**src/logic/crss_pkg.sv**
```systemverilog
// Constants, register map and state encoding for the core regulator start-up sequencer.
// Assumes a 125 MHz aclk and a one-cycle pwm_cycle pulse per PWM period.
`default_nettype none
package crss_pkg;
	// ----------------------------------------------------------------
	// Clock and timing
	// ----------------------------------------------------------------
	localparam int CLK_PERIOD_NS = 8;
	localparam int START_DELAY_US = 100;
	localparam int START_DELAY_CYCLES = (START_DELAY_US * 1000 + CLK_PERIOD_NS - 1) / CLK_PERIOD_NS;
	localparam int PG_DELAY_US = 6800;
	localparam int PG_DELAY_MIN_US = 5500;
	localparam int PG_DELAY_MAX_US = 8100;
	localparam int PG_DELAY_CYCLES = PG_DELAY_US * 1000 / CLK_PERIOD_NS;
	localparam int QUAL_PWM_CYCLES = 6;
	// Reference is kept in half-millivolt steps so the 12.5 mV code step is exact
	localparam int REF_LSB_UV = 500;
	localparam int FAST_SLEW_MV_PER_US = 10;
	localparam int FAST_CURRENT_UA = 200;
	localparam int SLOW_CURRENT_UA = 41;
	localparam int FAST_STEP_NS = REF_LSB_UV / FAST_SLEW_MV_PER_US;
	localparam int SLOW_STEP_NS = FAST_STEP_NS * FAST_CURRENT_UA / SLOW_CURRENT_UA;
	localparam int FAST_STEP_CYCLES = (FAST_STEP_NS + CLK_PERIOD_NS - 1) / CLK_PERIOD_NS;
	localparam int SLOW_STEP_CYCLES = (SLOW_STEP_NS + CLK_PERIOD_NS - 1) / CLK_PERIOD_NS;
	// ----------------------------------------------------------------
	// Reference levels and widths
	// ----------------------------------------------------------------
	localparam int REF_W = 12;
	localparam int TIMER_W = 20;
	localparam int QUAL_W = 3;
	localparam int STEP_W = 6;
	localparam int VCODE_W = 7;
	localparam logic [11:0] BOOT_REF = 12'h960;
	localparam logic [11:0] VCODE_ZERO_REF = 12'hBB8;
	localparam logic [11:0] VCODE_STEP_REF = 12'h019;
	// ----------------------------------------------------------------
	// Register map
	// ----------------------------------------------------------------
	localparam logic [3:0] CTRL_OFFSET = 4'h0;
	localparam logic [3:0] STATUS_OFFSET = 4'h4;
	localparam logic [3:0] TARGET_OFFSET = 4'h8;
	localparam logic [31:0] CTRL_RESET = 32'h0000_0001;
	localparam int CTRL_ALERT_EN_BIT = 0;
	localparam int ST_STATE_LSB = 0;
	localparam int ST_LATCHED_BIT = 3;
	localparam int ST_CLKEN_BIT = 4;
	localparam int ST_POWER_OK_OUTPUT_BIT = 5;
	localparam int ST_DEM_BIT = 6;
	localparam int ST_FAST_BIT = 7;
	localparam int ST_SLEEP_BIT = 8;
	localparam int ST_WIDE_BIT = 9;
	localparam int ST_REF_LSB = 16;
	localparam logic [1:0] RESP_OKAY = 2'h0;
	localparam logic [1:0] RESP_SLVERR = 2'h2;
	// ----------------------------------------------------------------
	// Sequencer states
	// ----------------------------------------------------------------
	typedef enum logic [2:0] {
		CRSS_IDLE = 3'h0,
		CRSS_DELAY = 3'h1,
		CRSS_SOFT = 3'h2,
		CRSS_SLEW = 3'h3,
		CRSS_RUN = 3'h4,
		CRSS_LATCHED = 3'h5
	} crss_state_type;
endpackage : crss_pkg
`default_nettype wire

```
**src/logic/crss_axil.sv**
```systemverilog
// AXI4-Lite register slave for the sequencer: one control word, two read-only words.
// Assumes a master that keeps at most one write and one read outstanding.
`default_nettype none
module crss_axil #(
	parameter int ADDR_W = 4
) (
	input wire logic aclk,
	input wire logic aresetn,
	input wire logic [ADDR_W-1:0] s_axi_awaddr,
	input wire logic s_axi_awvalid,
	output logic s_axi_awready,
	input wire logic [31:0] s_axi_wdata,
	input wire logic [3:0] s_axi_wstrb,
	input wire logic s_axi_wvalid,
	output logic s_axi_wready,
	output logic [1:0] s_axi_bresp,
	output logic s_axi_bvalid,
	input wire logic s_axi_bready,
	input wire logic [ADDR_W-1:0] s_axi_araddr,
	input wire logic s_axi_arvalid,
	output logic s_axi_arready,
	output logic [31:0] s_axi_rdata,
	output logic [1:0] s_axi_rresp,
	output logic s_axi_rvalid,
	input wire logic s_axi_rready,
	input wire logic [31:0] status_word,
	input wire logic [31:0] target_word,
	output logic alert_enable
);
	logic aw_hold_r;
	logic w_hold_r;
	logic [ADDR_W-1:0] awaddr_r;
	logic [31:0] wdata_r;
	logic wstrb0_r;
	logic [31:0] ctrl_r;

	function automatic logic crss_hit(input logic [ADDR_W-1:0] addr, input logic [3:0] offset);
		crss_hit = (addr[ADDR_W-1:2] == offset[ADDR_W-1:2]);
	endfunction : crss_hit

	// ----------------------------------------------------------------
	// Write channels, taken in either order
	// ----------------------------------------------------------------
	always_ff @(posedge aclk)
	begin
		if (!aresetn)
		begin
			aw_hold_r <= 1'b0;
			w_hold_r <= 1'b0;
			awaddr_r <= '0;
			wdata_r <= 32'h0000_0000;
			wstrb0_r <= 1'b0;
			s_axi_awready <= 1'b1;
			s_axi_wready <= 1'b1;
			s_axi_bvalid <= 1'b0;
			s_axi_bresp <= crss_pkg::RESP_OKAY;
			ctrl_r <= crss_pkg::CTRL_RESET;
		end
		else
		begin
			if (s_axi_awvalid && s_axi_awready)
			begin
				aw_hold_r <= 1'b1;
				awaddr_r <= s_axi_awaddr;
				s_axi_awready <= 1'b0;
			end
			if (s_axi_wvalid && s_axi_wready)
			begin
				w_hold_r <= 1'b1;
				wdata_r <= s_axi_wdata;
				wstrb0_r <= s_axi_wstrb[0];
				s_axi_wready <= 1'b0;
			end
			if (aw_hold_r && w_hold_r && !s_axi_bvalid)
			begin
				aw_hold_r <= 1'b0;
				w_hold_r <= 1'b0;
				s_axi_bvalid <= 1'b1;
				if (crss_hit(awaddr_r, crss_pkg::CTRL_OFFSET))
				begin
					s_axi_bresp <= crss_pkg::RESP_OKAY;
					if (wstrb0_r)
						ctrl_r[crss_pkg::CTRL_ALERT_EN_BIT] <= wdata_r[crss_pkg::CTRL_ALERT_EN_BIT];
				end
				else if (crss_hit(awaddr_r, crss_pkg::STATUS_OFFSET) || crss_hit(awaddr_r, crss_pkg::TARGET_OFFSET))
					s_axi_bresp <= crss_pkg::RESP_OKAY;
				else
					s_axi_bresp <= crss_pkg::RESP_SLVERR;
			end
			if (s_axi_bvalid && s_axi_bready)
			begin
				s_axi_bvalid <= 1'b0;
				s_axi_awready <= 1'b1;
				s_axi_wready <= 1'b1;
			end
		end
	end

	// ----------------------------------------------------------------
	// Read channel
	// ----------------------------------------------------------------
	always_ff @(posedge aclk)
	begin
		if (!aresetn)
		begin
			s_axi_arready <= 1'b1;
			s_axi_rvalid <= 1'b0;
			s_axi_rdata <= 32'h0000_0000;
			s_axi_rresp <= crss_pkg::RESP_OKAY;
		end
		else if (s_axi_arvalid && s_axi_arready)
		begin
			s_axi_arready <= 1'b0;
			s_axi_rvalid <= 1'b1;
			s_axi_rresp <= crss_pkg::RESP_OKAY;
			if (crss_hit(s_axi_araddr, crss_pkg::CTRL_OFFSET))
				s_axi_rdata <= ctrl_r;
			else if (crss_hit(s_axi_araddr, crss_pkg::STATUS_OFFSET))
				s_axi_rdata <= status_word;
			else if (crss_hit(s_axi_araddr, crss_pkg::TARGET_OFFSET))
				s_axi_rdata <= target_word;
			else
			begin
				s_axi_rdata <= 32'h0000_0000;
				s_axi_rresp <= crss_pkg::RESP_SLVERR;
			end
		end
		else if (s_axi_rvalid && s_axi_rready)
		begin
			s_axi_rvalid <= 1'b0;
			s_axi_arready <= 1'b1;
		end
	end

	assign alert_enable = ctrl_r[crss_pkg::CTRL_ALERT_EN_BIT];
endmodule : crss_axil
`default_nettype wire

```
**src/logic/crss_sequencer.sv**
```systemverilog
// Start-up sequencer and mode control of a single-phase core regulator, with AXI4-Lite status.
// Assumes all pins synchronous to aclk, pwm_cycle one pulse per PWM period, and an analog
// comparator that reports whether the output is within the boot window.
//
// The register addresses and register access over AXI4-Lite are this design's own decisions.
`default_nettype none
module crss_sequencer #(
	parameter int ADDR_W = 4,
	parameter int START_DELAY_CYCLES = crss_pkg::START_DELAY_CYCLES,
	parameter int PG_DELAY_CYCLES = crss_pkg::PG_DELAY_CYCLES
) (
	input wire logic aclk,
	input wire logic aresetn,
	input wire logic [ADDR_W-1:0] s_axi_awaddr,
	input wire logic s_axi_awvalid,
	output logic s_axi_awready,
	input wire logic [31:0] s_axi_wdata,
	input wire logic [3:0] s_axi_wstrb,
	input wire logic s_axi_wvalid,
	output logic s_axi_wready,
	output logic [1:0] s_axi_bresp,
	output logic s_axi_bvalid,
	input wire logic s_axi_bready,
	input wire logic [ADDR_W-1:0] s_axi_araddr,
	input wire logic s_axi_arvalid,
	output logic s_axi_arready,
	output logic [31:0] s_axi_rdata,
	output logic [1:0] s_axi_rresp,
	output logic s_axi_rvalid,
	input wire logic s_axi_rready,
	input wire logic supply_ok,
	input wire logic regulator_enable,
	input wire logic platform_power_ok_input,
	input wire logic pwm_cycle,
	input wire logic output_in_boot_window,
	input wire logic forced_emulation_enable,
	input wire logic deeper_sleep_enable,
	input wire logic deep_sleep_wake_n,
	input wire logic [crss_pkg::VCODE_W-1:0] voltage_code,
	input wire logic over_temperature,
	output logic clock_enable_n,
	output logic converter_on,
	output logic [crss_pkg::REF_W-1:0] soft_ref_level,
	output logic ramp_current_fast,
	output logic diode_emulation,
	output logic wide_hysteresis,
	output logic deeper_sleep_mode,
	output logic power_ok_output_o,
	output logic power_ok_output_oe_n,
	output logic thermal_alert_n_o,
	output logic thermal_alert_n_oe_n
);
	crss_pkg::crss_state_type state_r;
	crss_pkg::crss_state_type state_nxt;
	logic [crss_pkg::TIMER_W-1:0] timer_r;
	logic [crss_pkg::QUAL_W-1:0] qual_cnt_r;
	logic [crss_pkg::STEP_W-1:0] step_cnt_r;
	logic [crss_pkg::REF_W-1:0] soft_ref_r;
	logic [crss_pkg::REF_W-1:0] target_ref;
	logic [crss_pkg::REF_W-1:0] code_ref;
	logic [crss_pkg::STEP_W-1:0] step_len;
	logic pgd_prev_r;
	logic clock_enable_n_r;
	logic converter_on_r;
	logic ramp_fast_r;
	logic dem_r;
	logic wide_r;
	logic sleep_r;
	logic pg_oe_n_r;
	logic tt_oe_n_r;
	logic pin_low_r;
	logic enable_ok;
	logic qualified;
	logic alert_enable;
	logic [31:0] status_word;

	// ----------------------------------------------------------------
	// Voltage code to reference
	// ----------------------------------------------------------------
	// Codes above 0x78 would go negative; they clamp to zero instead of wrapping
	function automatic logic [11:0] crss_code_ref(input logic [6:0] code);
		logic [11:0] drop;
		drop = 12'({5'h00, code} * crss_pkg::VCODE_STEP_REF);
		if (drop > crss_pkg::VCODE_ZERO_REF)
			crss_code_ref = 12'h000;
		else
			crss_code_ref = crss_pkg::VCODE_ZERO_REF - drop;
	endfunction : crss_code_ref

	function automatic logic crss_powered(input crss_pkg::crss_state_type s);
		crss_powered = (s == crss_pkg::CRSS_SLEW) || (s == crss_pkg::CRSS_RUN);
	endfunction : crss_powered

	assign code_ref = crss_code_ref(voltage_code);
	assign enable_ok = regulator_enable && supply_ok;
	assign qualified = output_in_boot_window && (qual_cnt_r >= crss_pkg::QUAL_W'(crss_pkg::QUAL_PWM_CYCLES));

	// ----------------------------------------------------------------
	// Sequence state
	// ----------------------------------------------------------------
	always_comb
	begin
		state_nxt = state_r;
		if (!enable_ok)
			state_nxt = crss_pkg::CRSS_IDLE;
		else
		begin
			case (state_r)
				crss_pkg::CRSS_IDLE: state_nxt = crss_pkg::CRSS_DELAY;
				crss_pkg::CRSS_DELAY:
				begin
					if (timer_r == crss_pkg::TIMER_W'(START_DELAY_CYCLES - 1))
						state_nxt = crss_pkg::CRSS_SOFT;
				end
				crss_pkg::CRSS_SOFT:
				begin
					// Only a falling power-ok latches here: it may still be low from before start
					if (pgd_prev_r && !platform_power_ok_input)
						state_nxt = crss_pkg::CRSS_LATCHED;
					else if (qualified)
						state_nxt = crss_pkg::CRSS_SLEW;
				end
				crss_pkg::CRSS_SLEW:
				begin
					if (!platform_power_ok_input)
						state_nxt = crss_pkg::CRSS_LATCHED;
					else if (timer_r == crss_pkg::TIMER_W'(PG_DELAY_CYCLES - 1))
						state_nxt = crss_pkg::CRSS_RUN;
				end
				crss_pkg::CRSS_RUN:
				begin
					if (!platform_power_ok_input)
						state_nxt = crss_pkg::CRSS_LATCHED;
				end
				crss_pkg::CRSS_LATCHED: state_nxt = crss_pkg::CRSS_LATCHED;
				default: state_nxt = crss_pkg::CRSS_IDLE;
			endcase
		end
	end

	always_ff @(posedge aclk)
	begin
		if (!aresetn)
			state_r <= crss_pkg::CRSS_IDLE;
		else
			state_r <= state_nxt;
	end

	always_ff @(posedge aclk)
	begin
		if (!aresetn)
			timer_r <= '0;
		else if (state_nxt != state_r)
			timer_r <= '0;
		else if (state_r == crss_pkg::CRSS_DELAY || state_r == crss_pkg::CRSS_SLEW)
			timer_r <= timer_r + 1'b1;
	end

	// ----------------------------------------------------------------
	// Power-ok qualification
	// ----------------------------------------------------------------
	always_ff @(posedge aclk)
	begin
		if (!aresetn)
		begin
			qual_cnt_r <= '0;
			pgd_prev_r <= 1'b0;
		end
		else
		begin
			pgd_prev_r <= platform_power_ok_input;
			if (state_r != crss_pkg::CRSS_SOFT || !platform_power_ok_input)
				qual_cnt_r <= '0;
			else if (pwm_cycle && !qualified && qual_cnt_r < crss_pkg::QUAL_W'(crss_pkg::QUAL_PWM_CYCLES))
				qual_cnt_r <= qual_cnt_r + 1'b1;
		end
	end

	// ----------------------------------------------------------------
	// Soft-start reference ramp
	// ----------------------------------------------------------------
	always_comb
	begin
		case (state_r)
			crss_pkg::CRSS_SOFT: target_ref = crss_pkg::BOOT_REF;
			crss_pkg::CRSS_SLEW: target_ref = code_ref;
			crss_pkg::CRSS_RUN: target_ref = code_ref;
			default: target_ref = 12'h000;
		endcase
		if (ramp_fast_r)
			step_len = crss_pkg::STEP_W'(crss_pkg::FAST_STEP_CYCLES);
		else
			step_len = crss_pkg::STEP_W'(crss_pkg::SLOW_STEP_CYCLES);
	end

	always_ff @(posedge aclk)
	begin
		if (!aresetn)
		begin
			soft_ref_r <= '0;
			step_cnt_r <= '0;
		end
		else if (!converter_on_r)
		begin
			soft_ref_r <= '0;
			step_cnt_r <= '0;
		end
		else if (step_cnt_r >= step_len - 1'b1)
		begin
			step_cnt_r <= '0;
			if (soft_ref_r < target_ref)
				soft_ref_r <= soft_ref_r + 1'b1;
			else if (soft_ref_r > target_ref)
				soft_ref_r <= soft_ref_r - 1'b1;
		end
		else
			step_cnt_r <= step_cnt_r + 1'b1;
	end

	// ----------------------------------------------------------------
	// Outputs and operating modes
	// ----------------------------------------------------------------
	always_ff @(posedge aclk)
	begin
		if (!aresetn)
		begin
			clock_enable_n_r <= 1'b1;
			converter_on_r <= 1'b0;
			pg_oe_n_r <= 1'b0;
			ramp_fast_r <= 1'b0;
			pin_low_r <= 1'b0;
		end
		else
		begin
			clock_enable_n_r <= !crss_powered(state_nxt);
			converter_on_r <= (state_nxt == crss_pkg::CRSS_SOFT) || crss_powered(state_nxt);
			pg_oe_n_r <= (state_nxt == crss_pkg::CRSS_RUN);
			ramp_fast_r <= (state_nxt == crss_pkg::CRSS_SLEW)
				|| (state_nxt == crss_pkg::CRSS_RUN && !deeper_sleep_enable);
			pin_low_r <= 1'b0;
		end
	end

	// Conduction mode only follows the sleep pins once power-good is up
	always_ff @(posedge aclk)
	begin
		if (!aresetn)
		begin
			dem_r <= 1'b0;
			wide_r <= 1'b0;
			sleep_r <= 1'b0;
		end
		else
		begin
			sleep_r <= deeper_sleep_enable || !deep_sleep_wake_n;
			dem_r <= (state_nxt == crss_pkg::CRSS_RUN)
				&& (deeper_sleep_enable || (forced_emulation_enable && !deep_sleep_wake_n));
			wide_r <= (state_nxt == crss_pkg::CRSS_RUN) && forced_emulation_enable && !deep_sleep_wake_n;
		end
	end

	always_ff @(posedge aclk)
	begin
		if (!aresetn)
			tt_oe_n_r <= 1'b1;
		else
			tt_oe_n_r <= !(over_temperature && alert_enable);
	end

	assign clock_enable_n = clock_enable_n_r;
	assign converter_on = converter_on_r;
	assign soft_ref_level = soft_ref_r;
	assign ramp_current_fast = ramp_fast_r;
	assign diode_emulation = dem_r;
	assign wide_hysteresis = wide_r;
	assign deeper_sleep_mode = sleep_r;
	assign power_ok_output_o = pin_low_r;
	assign power_ok_output_oe_n = pg_oe_n_r;
	assign thermal_alert_n_o = pin_low_r;
	assign thermal_alert_n_oe_n = tt_oe_n_r;

	// ----------------------------------------------------------------
	// Register slave
	// ----------------------------------------------------------------
	always_comb
	begin
		status_word = 32'h0000_0000;
		status_word[crss_pkg::ST_STATE_LSB +: 3] = state_r;
		status_word[crss_pkg::ST_LATCHED_BIT] = (state_r == crss_pkg::CRSS_LATCHED);
		status_word[crss_pkg::ST_CLKEN_BIT] = !clock_enable_n_r;
		status_word[crss_pkg::ST_POWER_OK_OUTPUT_BIT] = pg_oe_n_r;
		status_word[crss_pkg::ST_DEM_BIT] = dem_r;
		status_word[crss_pkg::ST_FAST_BIT] = ramp_fast_r;
		status_word[crss_pkg::ST_SLEEP_BIT] = sleep_r;
		status_word[crss_pkg::ST_WIDE_BIT] = wide_r;
		status_word[crss_pkg::ST_REF_LSB +: crss_pkg::REF_W] = soft_ref_r;
	end

	crss_axil #(
		.ADDR_W(ADDR_W)
	) u_regs (
		.aclk(aclk),
		.aresetn(aresetn),
		.s_axi_awaddr(s_axi_awaddr),
		.s_axi_awvalid(s_axi_awvalid),
		.s_axi_awready(s_axi_awready),
		.s_axi_wdata(s_axi_wdata),
		.s_axi_wstrb(s_axi_wstrb),
		.s_axi_wvalid(s_axi_wvalid),
		.s_axi_wready(s_axi_wready),
		.s_axi_bresp(s_axi_bresp),
		.s_axi_bvalid(s_axi_bvalid),
		.s_axi_bready(s_axi_bready),
		.s_axi_araddr(s_axi_araddr),
		.s_axi_arvalid(s_axi_arvalid),
		.s_axi_arready(s_axi_arready),
		.s_axi_rdata(s_axi_rdata),
		.s_axi_rresp(s_axi_rresp),
		.s_axi_rvalid(s_axi_rvalid),
		.s_axi_rready(s_axi_rready),
		.status_word(status_word),
		.target_word({20'h00000, code_ref}),
		.alert_enable(alert_enable)
	);
endmodule : crss_sequencer
`default_nettype wire

```
**config.mk**
```make
export PLATFORM = sky130hd
export DESIGN_NAME = crss_sequencer
export DESIGN_NICKNAME = d
export VERILOG_FILES = /design/src/logic/crss_pkg.sv /design/src/logic/crss_axil.sv /design/src/logic/crss_sequencer.sv
export SDC_FILE = /design/constraint.sdc
export NUM_CORES = 1
export LEC_CHECK = 0
export ABC_AREA = 1
export BUFFER_PORTS_ARGS = -buffer_cell sky130_fd_sc_hd__buf_2
export CORE_ASPECT_RATIO = 1.1
export CORE_MARGIN = 8
export CORE_UTILIZATION = 49
export CTS_CLUSTER_SIZE = 28
export DETAILED_ROUTE_END_ITERATION = 6
export PLACE_DENSITY = 0.77
export SLEW_MARGIN = 20
export SYNTH_ARGS = -nofsm -noshare
export SYNTH_HDL_FRONTEND = slang
export SYNTH_SLANG_ARGS = --single-unit
```
**constraint.sdc**
```tcl
create_clock -name aclk -period 6 [get_ports aclk]
set_clock_uncertainty 0.2 [all_clocks]
set_input_delay 1.2 -clock aclk [delete_from_list [all_inputs] [get_ports aclk]]
set_output_delay 1.2 -clock aclk [all_outputs]
set_load 0.05 [all_outputs]
```
---- Word-level counts from Yosys, hierarchy flattened ----
Cells that the tools add are included.
word-level totals
  register bits ........................... 103
  bits of input ports ..................... 67
  output and inout port bits .............. 63
  word-level logic and storage cells ...... 133
operators by class
  $add $sub $neg .......................... 7
  multiply operators ...................... 1
  order comparisons ....................... 6
  equality and inequality tests ........... 16
  muxes and demuxes ....................... 25
  bitwise operators ....................... 2
  reduce and logical (&&, ||, !) cells .... 48
operators with widths
  operator                                               count
  two-way mux 32 bit                                     2
  two-way mux 12 bit                                     4
  case mux 12 bit (2 select lines)                       1
  two-way mux 3 bit                                      7
  adder 20 x 1 -> 20 bit, second input constant          1
  equality test 20 x 14 -> 1 bit, second input constant  1
  equality test 20 bit, second input constant            1
  logical AND 1 bit                                      18
  case mux 3 bit (6 select lines)                        1
  adder 12 x 1 -> 12 bit, second input constant          1
  equality test 3 x 2 -> 1 bit, second input constant    4
  > comparator 12 bit                                    1
  > comparator 12 bit, second input constant             1
  < comparator 12 bit                                    1
  multiplier 7 x 5 -> 12 bit, second input constant      1
  subtractor 12 x 1 -> 12 bit, second input constant     1
  subtractor 12 bit, first input constant                1
  two-way mux 2 bit                                      5
  OR reduction 2 bit                                     5
  equality test 3 bit, second input constant             3
  logical NOT 1 bit                                      8
  logical OR 1 bit                                       8
  adder 6 x 1 -> 6 bit, second input constant            1
  greater-or-equal comparator 6 bit                      1
  other kinds (18)                                       27

---- Longest topological paths before layout ----
Gate-level depths: netlist (run 1).
  depth in word-level cells ............... 9
  mapped depth ............................ 36
  mapped depth without buffers ............ 36

---- Hierarchy ----
From an unflattened synthesis (run 1), not the netlist that was laid out.
unflattened totals
  cells, all modules ...................... 968
  area total of the unflattened synthesis .. 6581.3 µm²
by module, submodules not included
  module          instances  cells an instance  area each (µm²)  sequential area each (µm²)
  crss_sequencer  1          619                4381.7           1061.0
  crss_axil       1          349                2199.6           920.9

---- Worst setup path after synthesis (run 1) ----
OpenSTA, ideal clock, no wires.
  kind .................................... input-to-reg
  start ................................... input port voltage_code[2] (netlist bit)
  end ..................................... register soft_ref_r, in the netlist soft_ref_level[9]
  setup time .............................. 0.128 ns
  arrival ................................. 6.003 ns
  required time ........................... 5.672 ns
  slack ................................... -0.332 ns
  stages on the path ...................... 29
  path buffers ............................ 0
  cells stage by stage .................... ha_1 > ha_1 > fa_1 > ha_1 > nand2_1 > nand3_1 > nand2_1 > nand2_1 > nor2_1 > inv_1 > nor2_1 > nand3_1 > nand2_1 > nand3_1 > o21ai_0 > inv_1 > ha_1 > a21oi_1 > o21ai_0 > nor2_1 > nand2_1 > ha_1 > a21oi_1 > nand2_1 > a21boi_0 > o21ai_0 > a21oi_1 > xor2_1 > a21oi_1
on the way
  longest elaborated chain between the ends .. 7
  elaborated cells on any way between the ends .. 10
  classes of those cells .................. add/sub: 1; mul: 1; order compare: 3; mux: 3; reduce/logical: 2
RTL lines
  element                                                            RTL line                                      text
  from (decl)                                                        crss_sequencer.sv:39                          input wire logic [crss_pkg::VCODE_W-1:0] voltage_code,
  multiplier 7 x 5 -> 12 bit *                                       crss_sequencer.sv:83                          drop = 12'({5'h00, code} * crss_pkg::VCODE_STEP_REF);
  subtractor 12 bit / > comparator 12 bit (equally long branches)    crss_sequencer.sv:87, crss_sequencer.sv:84
  two-way mux 12 bit *                                               crss_sequencer.sv:84                          if (drop > crss_pkg::VCODE_ZERO_REF)
  case mux 12 bit (2 select lines) *                                 crss_sequencer.sv:184                         case (state_r)
  < comparator 12 bit / > comparator 12 bit (equally long branches)  crss_sequencer.sv:211, crss_sequencer.sv:213
  nonzero test 2 bit (no source line)                                --
  AND reduction 2 bit (no source line)                               --
  to (signal assigned)                                               crss_sequencer.sv:212                         soft_ref_r <= soft_ref_r + 1'b1;
  to (signal assigned)                                               crss_sequencer.sv:214                         soft_ref_r <= soft_ref_r - 1'b1;
  to (decl)                                                          crss_sequencer.sv:58                          logic [crss_pkg::REF_W-1:0] soft_ref_r;
Every way passes the cells marked *; elsewhere a longest branch is shown, timed or not.
A chain may end at the register's enable or synchronous reset.

---- Final worst setup path (run 1) ----
  start ................................... input port voltage_code[3] (netlist bit)
  end ..................................... register soft_ref_r, in the netlist soft_ref_level[8]
Same word-level chain as after synthesis.

==> results.py, run 1 <==
metrics = {
    "status": {
        "status": "complete, but fails checks",
        "violations": "negative setup slack",
    },
    "synth": {
        "synth-edff-count": 0,
        "syn_avg_cell_area_sq_um": 7.317,
        "ys_warn_count": 0,
        "yosys.area_share.simple_pct": 27.91,
        "yosys_register_bits": 91,
        "yosys.cell_types.count": 48,
        "yosysSeqAreaShare_pct": 32.38,
        "synth_fa_ha_area_share_pct": 13.52,
        "synthArstFlopShare_pct": 0,
        "synth_top_family_by_area": "simple AND/OR/NAND/NOR gates",
        "synth_compound_area_share_pct": 10.94,
        "syn-cell-area_sq_um": 5627,
        "synth_cells": 769,
        "synth_flop_cell": "dfxtp_1",
        "synthMuxAreaShare_pct": 0.1779,
        "synth_xor_xnor_area_share_pct": 5.604,
    },
    "clocking": {
        "cts_made_buffers": 9,
        "clockBufferDepth": 2,
        "clk_latency_ns": 0.34,
        "holdBufCountCts": 0,
        "cts_sinks": 91,
        "cts_tree": "yes",
        "path_clk_slew_ns": 0.07,
        "cts-root-buf": "clkbuf_16",
        "htree_levels": 3,
    },
    "global_route": {
        "grt.total_usage_pct": 19.40,
        "use_met1_pct": 21.35,
        "grt_util_met2_pct": 36.33,
        "grt_busiest_layer": "met2",
        "grt_pass1_vias": 5383,
        "antenna_found_initial": 0,
        "use_met3_pct": 3.460,
        "overflow": 0,
        "grt_pass1_wl_microns": 24450,
        "grt_max_degree": 36,
    },
    "pwr": {
        "pwr-share-clk_pct": 36.0,
        "leakage_nw": 3.467,
        "seqPwrFrac_pct": 36.1,
        "p_int_mw": 1.191,
        "ir_worst_vdd_mv": 0.1284,
        "swShare_pct": 31.26,
        "combinationalPowerShare_pct": 27.9,
        "p_per_area_nw_per_um2": 231.5,
        "p_switching_mw": 0.5415,
    },
    "critical_path": {
        "r2r_slack_ns": 1.68,
        "slowest_stage": "ha_1",
        "slowest_delay_ns": 0.34,
        "r2r_end": "soft_ref_level[8]",
        "critical_path_class": "input pin to flip-flop",
        "cp-end-kind": "flip-flop",
        "arrival_ns": 6.15,
        "cpLargestDelayFamily": "adder cells",
        "crit_path_max_fanout": 6,
        "worst_setup_path_start_kind": "input pin",
        "path_depth": 32,
        "cp_num_buf_inv": 5,
        "rr_worst_depth": 22,
        "cp.required_ns": 6.02,
        "reg2reg_from": "state_r[2]",
    },
    "routing": {
        "drt-initial-drc-count": 325,
        "ant_nets": 0,
        "drt-total-wl_microns": 16150,
        "dr.pass1.iters": 4,
        "drc": 0,
        "via_per_inst": 5.299,
        "wl_per_cell_microns": 15.10,
        "vias": 5670,
    },
    "timing": {
        "setup-violations-final": 4,
        "max_slew_margin_pct": 42.10,
        "hold_viol": 0,
        "tns_ns": -0.1647,
        "report.final.slew_viol_count": 0,
        "worstMarginPinSlew_ns": 0.8627,
        "finalCritPeriodShare_pct": 102.1,
        "fmax_ghz": 0.1633,
        "rsz0062_at_grt": "true",
        "fin_hold_ws_ns": 0.2244,
        "period_minus_slack_ns": 6.124,
        "setup_slack_ns": -0.1243,
    },
    "floorplan": {
        "initial_utilization_pct": 49.63,
        "die_area_sq_um": 15170,
        "row_count": 41,
        "die_y_microns": 128.4,
        "io_pins": 130,
        "die_x_microns": 118.2,
        "coreArea_sq_um": 11340,
    },
    "placed_design": {
        "gp_congestion": 0.8766,
        "dpl_cell_area_sq_um": 6618,
        "hpwl_microns": 11080,
        "portBuffers": 79,
        "dp_cells": 1042,
    },
    "finish": {
        "drive_above_1_share_pct": 30.00,
        "fin_area_sq_um": 7482,
        "area_delta_synth_final_pct": 32.98,
        "finalNonFillerCells": 1070,
        "nNetsFinal": 1041,
        "fin_util_pct": 66.00,
        "diodes": 0,
        "final_cell_mix": "nand2_1 (146), dfxtp_1 (91), inv_1 (81)",
        "final_common_cell": "nand2_1",
    },
    "min_path": {
        "holdPathStages": 1,
        "hold_end": "thermal_alert_n_oe_n",
        "hold_path.class": "flip-flop to flip-flop",
        "hold_start": "u_regs.ctrl_r[0]",
    },
    "run": {
        "maxCapViolations": 0,
    },
}
-- cells in the mapped netlist, types with 3 or more instances --
master / count / area (sq um)
xnor2_1: 11 / 96.34
nand2_1: 161 / 604.3
buf_6: 3 / 33.78
a22oi_1: 4 / 30.03
nor3_2: 3 / 30.03
nand3_1: 55 / 275.3
nor3b_1: 3 / 22.52
o21ai_0: 23 / 115.1
clkbuf_1: 9 / 33.78
ha_1: 56 / 700.7
xor2_1: 25 / 219.0
nor2_1: 66 / 247.7
nor3_1: 12 / 60.06
a21oi_1: 61 / 305.3
nor2_2: 11 / 68.82
a211oi_1: 5 / 37.54
a31oi_1: 6 / 37.54
inv_1: 89 / 334.1
fa_1: 3 / 60.06
or2_2: 3 / 18.77
dfxtp_1: 91 / 1822
buf_2: 3 / 15.01
nand4_1: 20 / 125.1
buf_4: 12 / 90.09
inv_2: 3 / 11.26
-- metal layers --
layer,up-vias,wire length (microns)
met2,173,8364
met1,2641,6542
li1,2807,-
met4,0,567
met3,49,678
met5,-,0
-- power by group through the flow --
stage | clock network [mW] | logic [mW] | registers [mW]
3_3_place_gp | 0 | 0.385 | 0.638
5_1_grt | 0.655 | 0.523 | 0.626
3_5_place_dp | 0 | 0.389 | 0.638
4_1_cts | 0.629 | 0.410 | 0.624
2_1_floorplan | 0 | 0.217 | 0.665
6_report | 0.624 | 0.483 | 0.625
-- state kept, by name, indices dropped and copies added, names as in the netlist, 2 cells and up --
signal              count
step_cnt_r              6
timer_r                20
state_r                 3
u_regs.awaddr_r         2
soft_ref_level         12
u_regs.s_axi_rdata     24
qual_cnt_r              3
-- through the flow --
stage          total power, mW  setup WS [ns]
6_report                 1.732        -0.1243
5_1_grt                  1.804        -0.2948
4_1_cts                  1.664       0.006081
3_5_place_dp             1.028        -0.4936
3_3_place_gp             1.023        -0.4791
2_1_floorplan           0.8823        0.02397
-- timing repair --
action / 4_1_cts / 5_1_grt
pin swaps: 11 / 51
gates resized for setup: 19 / 78
buffers inserted: 2 / 10
endpoints found under the setup margin: 5 / 10
gates cloned: 1 / 0
-- final cells by class --
type,instances,area [sq um]
Fill cell,891,3855
Multi-Input combinational cell,568,3822
Sequential cell,91,1822
Timing Repair Buffer,151,970.9
Inverter,94,355.3
Clock buffer,10,229.0
Tap cell,150,187.7
Clock inverter,6,95.09
-- kinds of logic (layout without fill, tap and decap cells) --
group / after synthesis / count (layout)
buf+inv: 122 / 261
fa+ha+maj: 59 / 59
mux: 1 / 1
other cells: 1 / 12
xor+xnor: 36 / 36
compound gates: 111 / 111
flops: 91 / 91
simple gates: 348 / 349
-- how the worst max path moves through the flow --
stage / end / slack [ns] / start
after floorplan: soft_ref_level[9] / 0.02 / voltage_code[2]
final: soft_ref_level[8] / -0.12 / voltage_code[3]
after global routing: soft_ref_level[8] / -0.29 / voltage_code[3]
after global placement: soft_ref_level[9] / -0.48 / voltage_code[2]
after detailed placement: soft_ref_level[11] / -0.49 / voltage_code[2]
after CTS: soft_ref_level[11] / 0.006 / voltage_code[2]
Note: power is estimated with default switching activity, not from simulation.
==> inputs of run 2 (changes only) <==
--- a/config.mk
+++ b/config.mk
@@ -5,8 +5,8 @@
 export SDC_FILE = /design/constraint.sdc
 export NUM_CORES = 1
 export LEC_CHECK = 0
-export ABC_AREA = 1
 export BUFFER_PORTS_ARGS = -buffer_cell sky130_fd_sc_hd__buf_2
+export CAP_MARGIN = 10
 export CORE_ASPECT_RATIO = 1.1
 export CORE_MARGIN = 8
 export CORE_UTILIZATION = 49
==> results.py, run 2 <==
metrics = {
    "routing": {
        "drt-met1-wl_microns": 6104,
        "drt-total-wl_microns": 15820,
        "ant_nets": 0,
        "dr.pass1.iters": 5,
        "wl_per_cell_microns": 16.76,
        "dr_wl_met3_microns": 990,
        "met2_length_microns": 8078,
        "via_per_inst": 5.648,
        "vias": 5332,
        "drc": 0,
        "drt-initial-drc-count": 327,
        "highest_layer": "met4",
    },
    "timing": {
        "max_slew_margin_pct": 31.84,
        "rsz0062_at_grt": "true",
        "report.final.slew_viol_count": 0,
        "setup-violations-final": 7,
        "worstMarginPinSlew_ns": 1.020,
        "setup_slack_ns": -0.5670,
        "finalCritPeriodShare_pct": 109.4,
        "hold_viol": 0,
        "period_minus_slack_ns": 6.567,
        "fmax_ghz": 0.1523,
    },
    "global_route": {
        "grt_pass1_vias": 5447,
        "grt_pass1_wl_microns": 24500,
        "grt_max_degree": 46,
        "grt.total_usage_pct": 19.35,
        "antenna_found_initial": 0,
        "overflow": 0,
    },
    "synth": {
        "synth_top_family_by_area": "simple AND/OR/NAND/NOR gates",
        "synth_cells": 649,
        "synthMuxAreaShare_pct": 2.759,
        "netlist.area_leader.share_pct": 32.40,
        "synth_compound_area_share_pct": 16.60,
        "synth_area_leaders": "dfxtp_1 (32%), ha_1 (12%), nor2_1 (5.1%)",
        "synthTopCellsByCount": "dfxtp_1 (91), nor2_1 (77), nand2_1 (58), ha_1 (56), nand3_1 (28)",
        "yosysSeqAreaShare_pct": 32.40,
        "syn-cell-area_sq_um": 5623,
        "synth_fa_ha_area_share_pct": 13.53,
        "yosys.area.top_type": "dfxtp_1",
        "synth.most_common_cell": "dfxtp_1",
        "yosys_register_bits": 91,
        "yosys.cell_types.count": 64,
        "syn_avg_cell_area_sq_um": 8.664,
        "synth_xor_xnor_area_share_pct": 7.966,
        "synth-edff-count": 0,
        "yosys.area_share.simple_pct": 22.05,
        "synthArstFlopShare_pct": 0,
        "ys_warn_count": 0,
        "synth_flop_cell": "dfxtp_1",
    },
    "critical_path": {
        "r2r_end": "soft_ref_level[9]",
        "cp.required_ns": 6.06,
        "cpLargestDelayFamily": "adder cells",
        "slowest_stage": "fa_1",
        "critical_path_class": "input pin to flip-flop",
        "cp-end-kind": "flip-flop",
        "startpoint": "voltage_code[3]",
        "path_common_cell": "ha_4",
        "crit_path_max_fanout": 6,
        "slowest_delay_ns": 0.53,
        "cp_num_buf_inv": 4,
        "r2r_slack_ns": 0.76,
        "worst_setup_path_start_kind": "input pin",
        "arrival_ns": 6.63,
        "rr_worst_depth": 20,
        "reg2reg_from": "state_r[0]",
    },
    "floorplan": {
        "io_pins": 130,
        "coreArea_sq_um": 11340,
        "initial_utilization_pct": 49.60,
        "die_y_microns": 128.4,
        "row_count": 41,
        "die_area_sq_um": 15160,
        "die_x_microns": 118.1,
    },
    "placed_design": {
        "hpwl_microns": 11110,
        "place_ws_ns": -0.9664,
        "dp_cells": 920,
        "gp_congestion": 0.8643,
        "portBuffers": 79,
    },
    "clocking": {
        "clockBufferDepth": 2,
        "cts_tree": "yes",
        "cts_sinks": 91,
        "htree_levels": 3,
        "cts-root-buf": "clkbuf_16",
        "path_clk_slew_ns": 0.06,
        "cts_made_buffers": 9,
        "clk_latency_ns": 0.34,
        "holdBufCountCts": 0,
    },
    "finish": {
        "final_common_cell": "dfxtp_1",
        "diodes": 0,
        "finalNonFillerCells": 944,
        "final_cell_mix": "dfxtp_1 (91), buf_2 (76), nor2_1 (74)",
        "largest_register_ffs": 24,
        "regMostFlops": "u_regs.s_axi_rdata",
        "nNetsFinal": 915,
        "drive_above_1_share_pct": 30.48,
        "area_delta_synth_final_pct": 31.64,
        "fillers": 859,
        "fin_util_pct": 65.29,
    },
    "pwr": {
        "ir_worst_vdd_mv": 0.1515,
        "p_per_area_nw_per_um2": 225.8,
        "leakage_nw": 3.129,
    },
    "min_path": {
        "hold_end": "thermal_alert_n_oe_n",
        "hold_start": "u_regs.ctrl_r[0]",
        "holdPathStages": 1,
        "hold_path.class": "flip-flop to flip-flop",
    },
    "run": {
        "maxCapViolations": 0,
    },
    "status": {
        "violations": "negative setup slack",
        "status": "complete, but fails checks",
    },
}
==> run 2: changes by cell type in the layout (fill, tap and decap cells not counted), sizes merged, moves of 8 or more <==
cell,change
nand4,-14
a22oi,+9
nand2,-106
a21boi,+8
a21oi,-37
nand2b,+9
inv,-69
mux2i,+13
nand3,-29
and2,+8
nor2b,+23
xnor2,+14
==> run 2: metrics by stage <==
step / power (mW) / hold WS [ns] / setup TNS [ns] / area, sq um
finish: 1.671 / 0.2307 / -2.733 / 7402
global route: 1.741 / 0.2714 / -4.788 / 7402
CTS: 1.663 / 0.2308 / -1.822 / 7158
detailed placement: 1.078 / 0.2173 / -7.233 / 6651
global placement: 1.071 / 0.2107 / -5.629 / 6651
floorplan: 0.9152 / 0.1795 / -3.866 / 5757
==> run 2: cell families (layout without fill, tap and decap cells) <==
group                      Yosys count  after routing
and+or+nand+nor                    249            249
AOI/OAI and AO/OA                  130            130
DFF                                 91             91
adders and majority gates           59             59
buffers and inverters               55            189
xor gates and xnor gates            49             49
muxes                               15             15
other                                1             12
==> run 2: power breakdown <==
part           switching (mW)  total [mW]  internal [mW]
combinational           0.257       0.476          0.218
sequential             0.0114       0.629          0.618
clock                   0.241       0.566          0.325
total                   0.510        1.67           1.16
==> run 2: timing repair <==
item,in CTS,in global routing
endpoints found under the setup margin,9,10
pin swaps,21,30
gates cloned,1,0
gates resized for setup,30,38
buffers inserted,2,8
==> run 2: worst register-to-register path: cells and delay by family (launching register included) <==
family	cells	cell delay [ns]
AO/OA/AOI/OAI	9	1.68
AND/OR/NAND/NOR	5	1.36
flip-flops	1	0.65
adder cells (fa/ha/maj)	2	0.61
buffers and inverters	2	0.38
XOR/XNOR	1	0.16
multiplexers	1	0.13
==> run 2: how the worst max path moves through the flow <==
stage                         endpoint  slack (ns)  depth (start not counted)
floorplan           soft_ref_level[11]       -0.68                         24
global placement    soft_ref_level[10]       -0.81                         28
detailed placement  soft_ref_level[11]       -0.97                         27
CTS                 soft_ref_level[11]       -0.38                         27
global route        soft_ref_level[11]       -0.78                         28
finish               soft_ref_level[9]       -0.57                         28
==> run 2: final cells by class <==
type                    instances  area [sq um]  area share, %
multi-input cells             514          4019          54.29
flip-flops and latches         91          1822          24.61
repair buffers                150         982.2          13.27
clock buffers                   9         225.2          3.043
well taps                     150         187.7          2.535
inverters                      23         91.34          1.234
clock inverters                 7         75.07          1.014
==> run 2: layer usage <==
layer,vias up,GRT usage (%)
li1,2537,-
met1,2557,19.52
met2,183,36.60
met3,55,4.380
met4,0,10.18
met5,-,0
==> inputs of run 3 (changes only) <==
--- a/config.mk
+++ b/config.mk
@@ -7,12 +7,15 @@
 export LEC_CHECK = 0
 export BUFFER_PORTS_ARGS = -buffer_cell sky130_fd_sc_hd__buf_2
 export CAP_MARGIN = 10
+export CELL_PAD_IN_SITES_DETAIL_PLACEMENT = 1
+export CELL_PAD_IN_SITES_GLOBAL_PLACEMENT = 1
 export CORE_ASPECT_RATIO = 1.1
 export CORE_MARGIN = 8
-export CORE_UTILIZATION = 49
-export CTS_CLUSTER_SIZE = 28
+export CORE_UTILIZATION = 37
+export CTS_CLUSTER_SIZE = 40
 export DETAILED_ROUTE_END_ITERATION = 6
-export PLACE_DENSITY = 0.77
+export GPL_TIMING_DRIVEN = 1
+export PLACE_DENSITY_LB_ADDON = 0.1
 export SLEW_MARGIN = 20
 export SYNTH_ARGS = -nofsm -noshare
 export SYNTH_HDL_FRONTEND = slang
==> results.py, run 3 (same netlist as run 2, synthesis figures left out) <==
metrics = {
    "routing": {
        "wl_per_cell_microns": 17.41,
        "drt-total-wl_microns": 17360,
        "drt-initial-drc-count": 176,
        "dr.pass1.iters": 4,
        "drc": 0,
        "via_per_inst": 5.144,
        "vias": 5129,
        "ant_nets": 0,
    },
    "min_path": {
        "hold_path.class": "flip-flop to flip-flop",
    },
    "pwr": {
        "power_mw": 1.681,
        "ir_worst_vdd_mv": 0.1125,
        "p_per_area_nw_per_um2": 223.5,
        "leakage_nw": 3.140,
    },
    "critical_path": {
        "cp-end-kind": "flip-flop",
        "cp.required_ns": 6.02,
        "arrival_ns": 6.57,
        "crit_path_max_fanout": 8,
        "critical_path_class": "input pin to flip-flop",
        "worst_setup_path_start_kind": "input pin",
    },
    "timing": {
        "rsz0062_at_grt": "true",
        "worstMarginPinSlew_ns": 1.041,
        "fmax_ghz": 0.1526,
        "setup_slack_ns": -0.5550,
        "period_minus_slack_ns": 6.555,
        "max_slew_margin_pct": 30.43,
        "finalCritPeriodShare_pct": 109.3,
        "hold_viol": 0,
        "tns_ns": -3.615,
        "setup-violations-final": 9,
        "report.final.slew_viol_count": 0,
    },
    "global_route": {
        "grt_pass1_wl_microns": 27220,
        "overflow": 0,
        "grt.total_usage_pct": 17.11,
        "grt_max_degree": 29,
        "grt_pass1_vias": 5380,
        "antenna_found_initial": 0,
    },
    "floorplan": {
        "io_pins": 130,
        "coreArea_sq_um": 14940,
        "row_count": 47,
        "initial_utilization_pct": 37.64,
        "die_area_sq_um": 19400,
        "die_y_microns": 145.3,
        "die_x_microns": 133.5,
    },
    "placed_design": {
        "portBuffers": 79,
        "dpl_cell_area_sq_um": 6724,
        "gp_congestion": 0.8394,
        "hpwl_microns": 13110,
    },
    "clocking": {
        "clockBufferDepth": 2,
        "cts_tree": "yes",
        "cts_made_buffers": 9,
        "path_clk_slew_ns": 0.07,
        "htree_levels": 3,
        "clk_latency_ns": 0.35,
        "cts_sinks": 91,
        "cts-root-buf": "clkbuf_16",
    },
    "finish": {
        "regMostFlops": "u_regs.s_axi_rdata",
        "fillers": 1781,
        "final_common_cell": "dfxtp_1",
        "diodes": 0,
        "final_cell_mix": "dfxtp_1 (91), nor2_1 (76), buf_2 (76)",
        "largest_register_ffs": 24,
        "area_delta_synth_final_pct": 33.80,
        "nNetsFinal": 922,
        "fin_area_sq_um": 7523,
        "drive_above_1_share_pct": 31.71,
    },
    "run": {
        "maxCapViolations": 0,
    },
    "status": {
        "status": "complete, but fails checks",
        "violations": "negative setup slack",
    },
}
-- run 3: cell count changes in the layout (fill, tap and decap cells not counted), sizes merged --
cell / before / now
bufinv: 1 / 0
clkbuf: 9 / 13
buf: 150 / 157
inv: 25 / 24
clkinv: 4 / 2
-- run 3: path summary, 6_finish.rpt --
path / slack, ns / depth (start not counted) / start / end
setup / recovery: -0.56 / 27 / voltage_code[2] / soft_ref_level[10]
hold / removal: 0.24 / 1 / u_regs.ctrl_r[0] / thermal_alert_n_oe_n
setup reg to reg: 1.27 / 19 / state_r[1] / soft_ref_level[10]
hold reg to reg: 0.24 / 1 / u_regs.ctrl_r[0] / thermal_alert_n_oe_n
-- run 3: cell type report --
cell class                 instances  area (sq um)  area share, %
multi-input combinational        514          4045          53.77
sequential                        91          1822          24.21
timing repair buffer             157          1033          13.74
clock buffer                      13         270.3          3.592
tap                              196         245.2          3.260
inverter                          23         88.84          1.181
clock inverter                     3         18.77         0.2495
-- run 3: per-layer routing --
layer / share of wire, % / wire (microns) / track usage, % / up-vias
met5: 0 / 0 / 0 / -
met1: 43 / 7443 / 20.03 / 2478
li1: - / - / - / 2561
met2: 52 / 9041 / 30.39 / 69
met4: 1.5 / 252 / 4.722 / 0
met3: 3.6 / 621 / 3.867 / 21
-- run 3: report_power, final --
part           internal [mW]  switching (mW)  leakage, nW
Sequential             0.618          0.0117        0.737
Clock                  0.315           0.244        0.146
Combinational          0.231           0.261         2.26
Total                   1.16           0.517         3.14
-- run 3: timing repair --
action / CTS / global route
hold buffers: 0 / 0
setup endpoints to repair: 9 / 12
buffers inserted: 5 / 7
cloned: 0 / 1
gates resized for setup: 28 / 46
pin swaps: 18 / 33
hold endpoints to repair: 0 / 0
-- run 3: per-stage QoR --
stage                     hold WS, ns  utilization (%)  worst slack (ns)  instances
final                          0.2403            50.37           -0.5550        997
after global routing           0.2740            50.37           -0.7486        997
after CTS                      0.2461            48.10           -0.4335        989
after detailed placement       0.2291            45.02            -1.006        968
after global placement         0.2226            45.02           -0.9140        968
after floorplan                0.1795                -           -0.6820        660
-- run 3: critical path, stage by stage --
cell	delay (ns)
buf_8	0.11
ha_4	0.26
ha_4	0.19
fa_1	0.54
ha_4	0.21
nor2b_4	0.12
o31a_1	0.33
nor4_2	0.25
a311o_1	0.26
buf_4	0.14
buf_4	0.12
xnor2_2	0.12
nand2_1	0.09
ha_1	0.33
a21oi_1	0.21
nand2_1	0.11
a21oi_2	0.15
o211ai_1	0.14
buf_6	0.20
fa_2	0.39
a21oi_4	0.20
o21ai_2	0.08
nor4_2	0.20
o21bai_2	0.13
and3_1	0.19
o31ai_2	0.18
a21oi_1	0.09
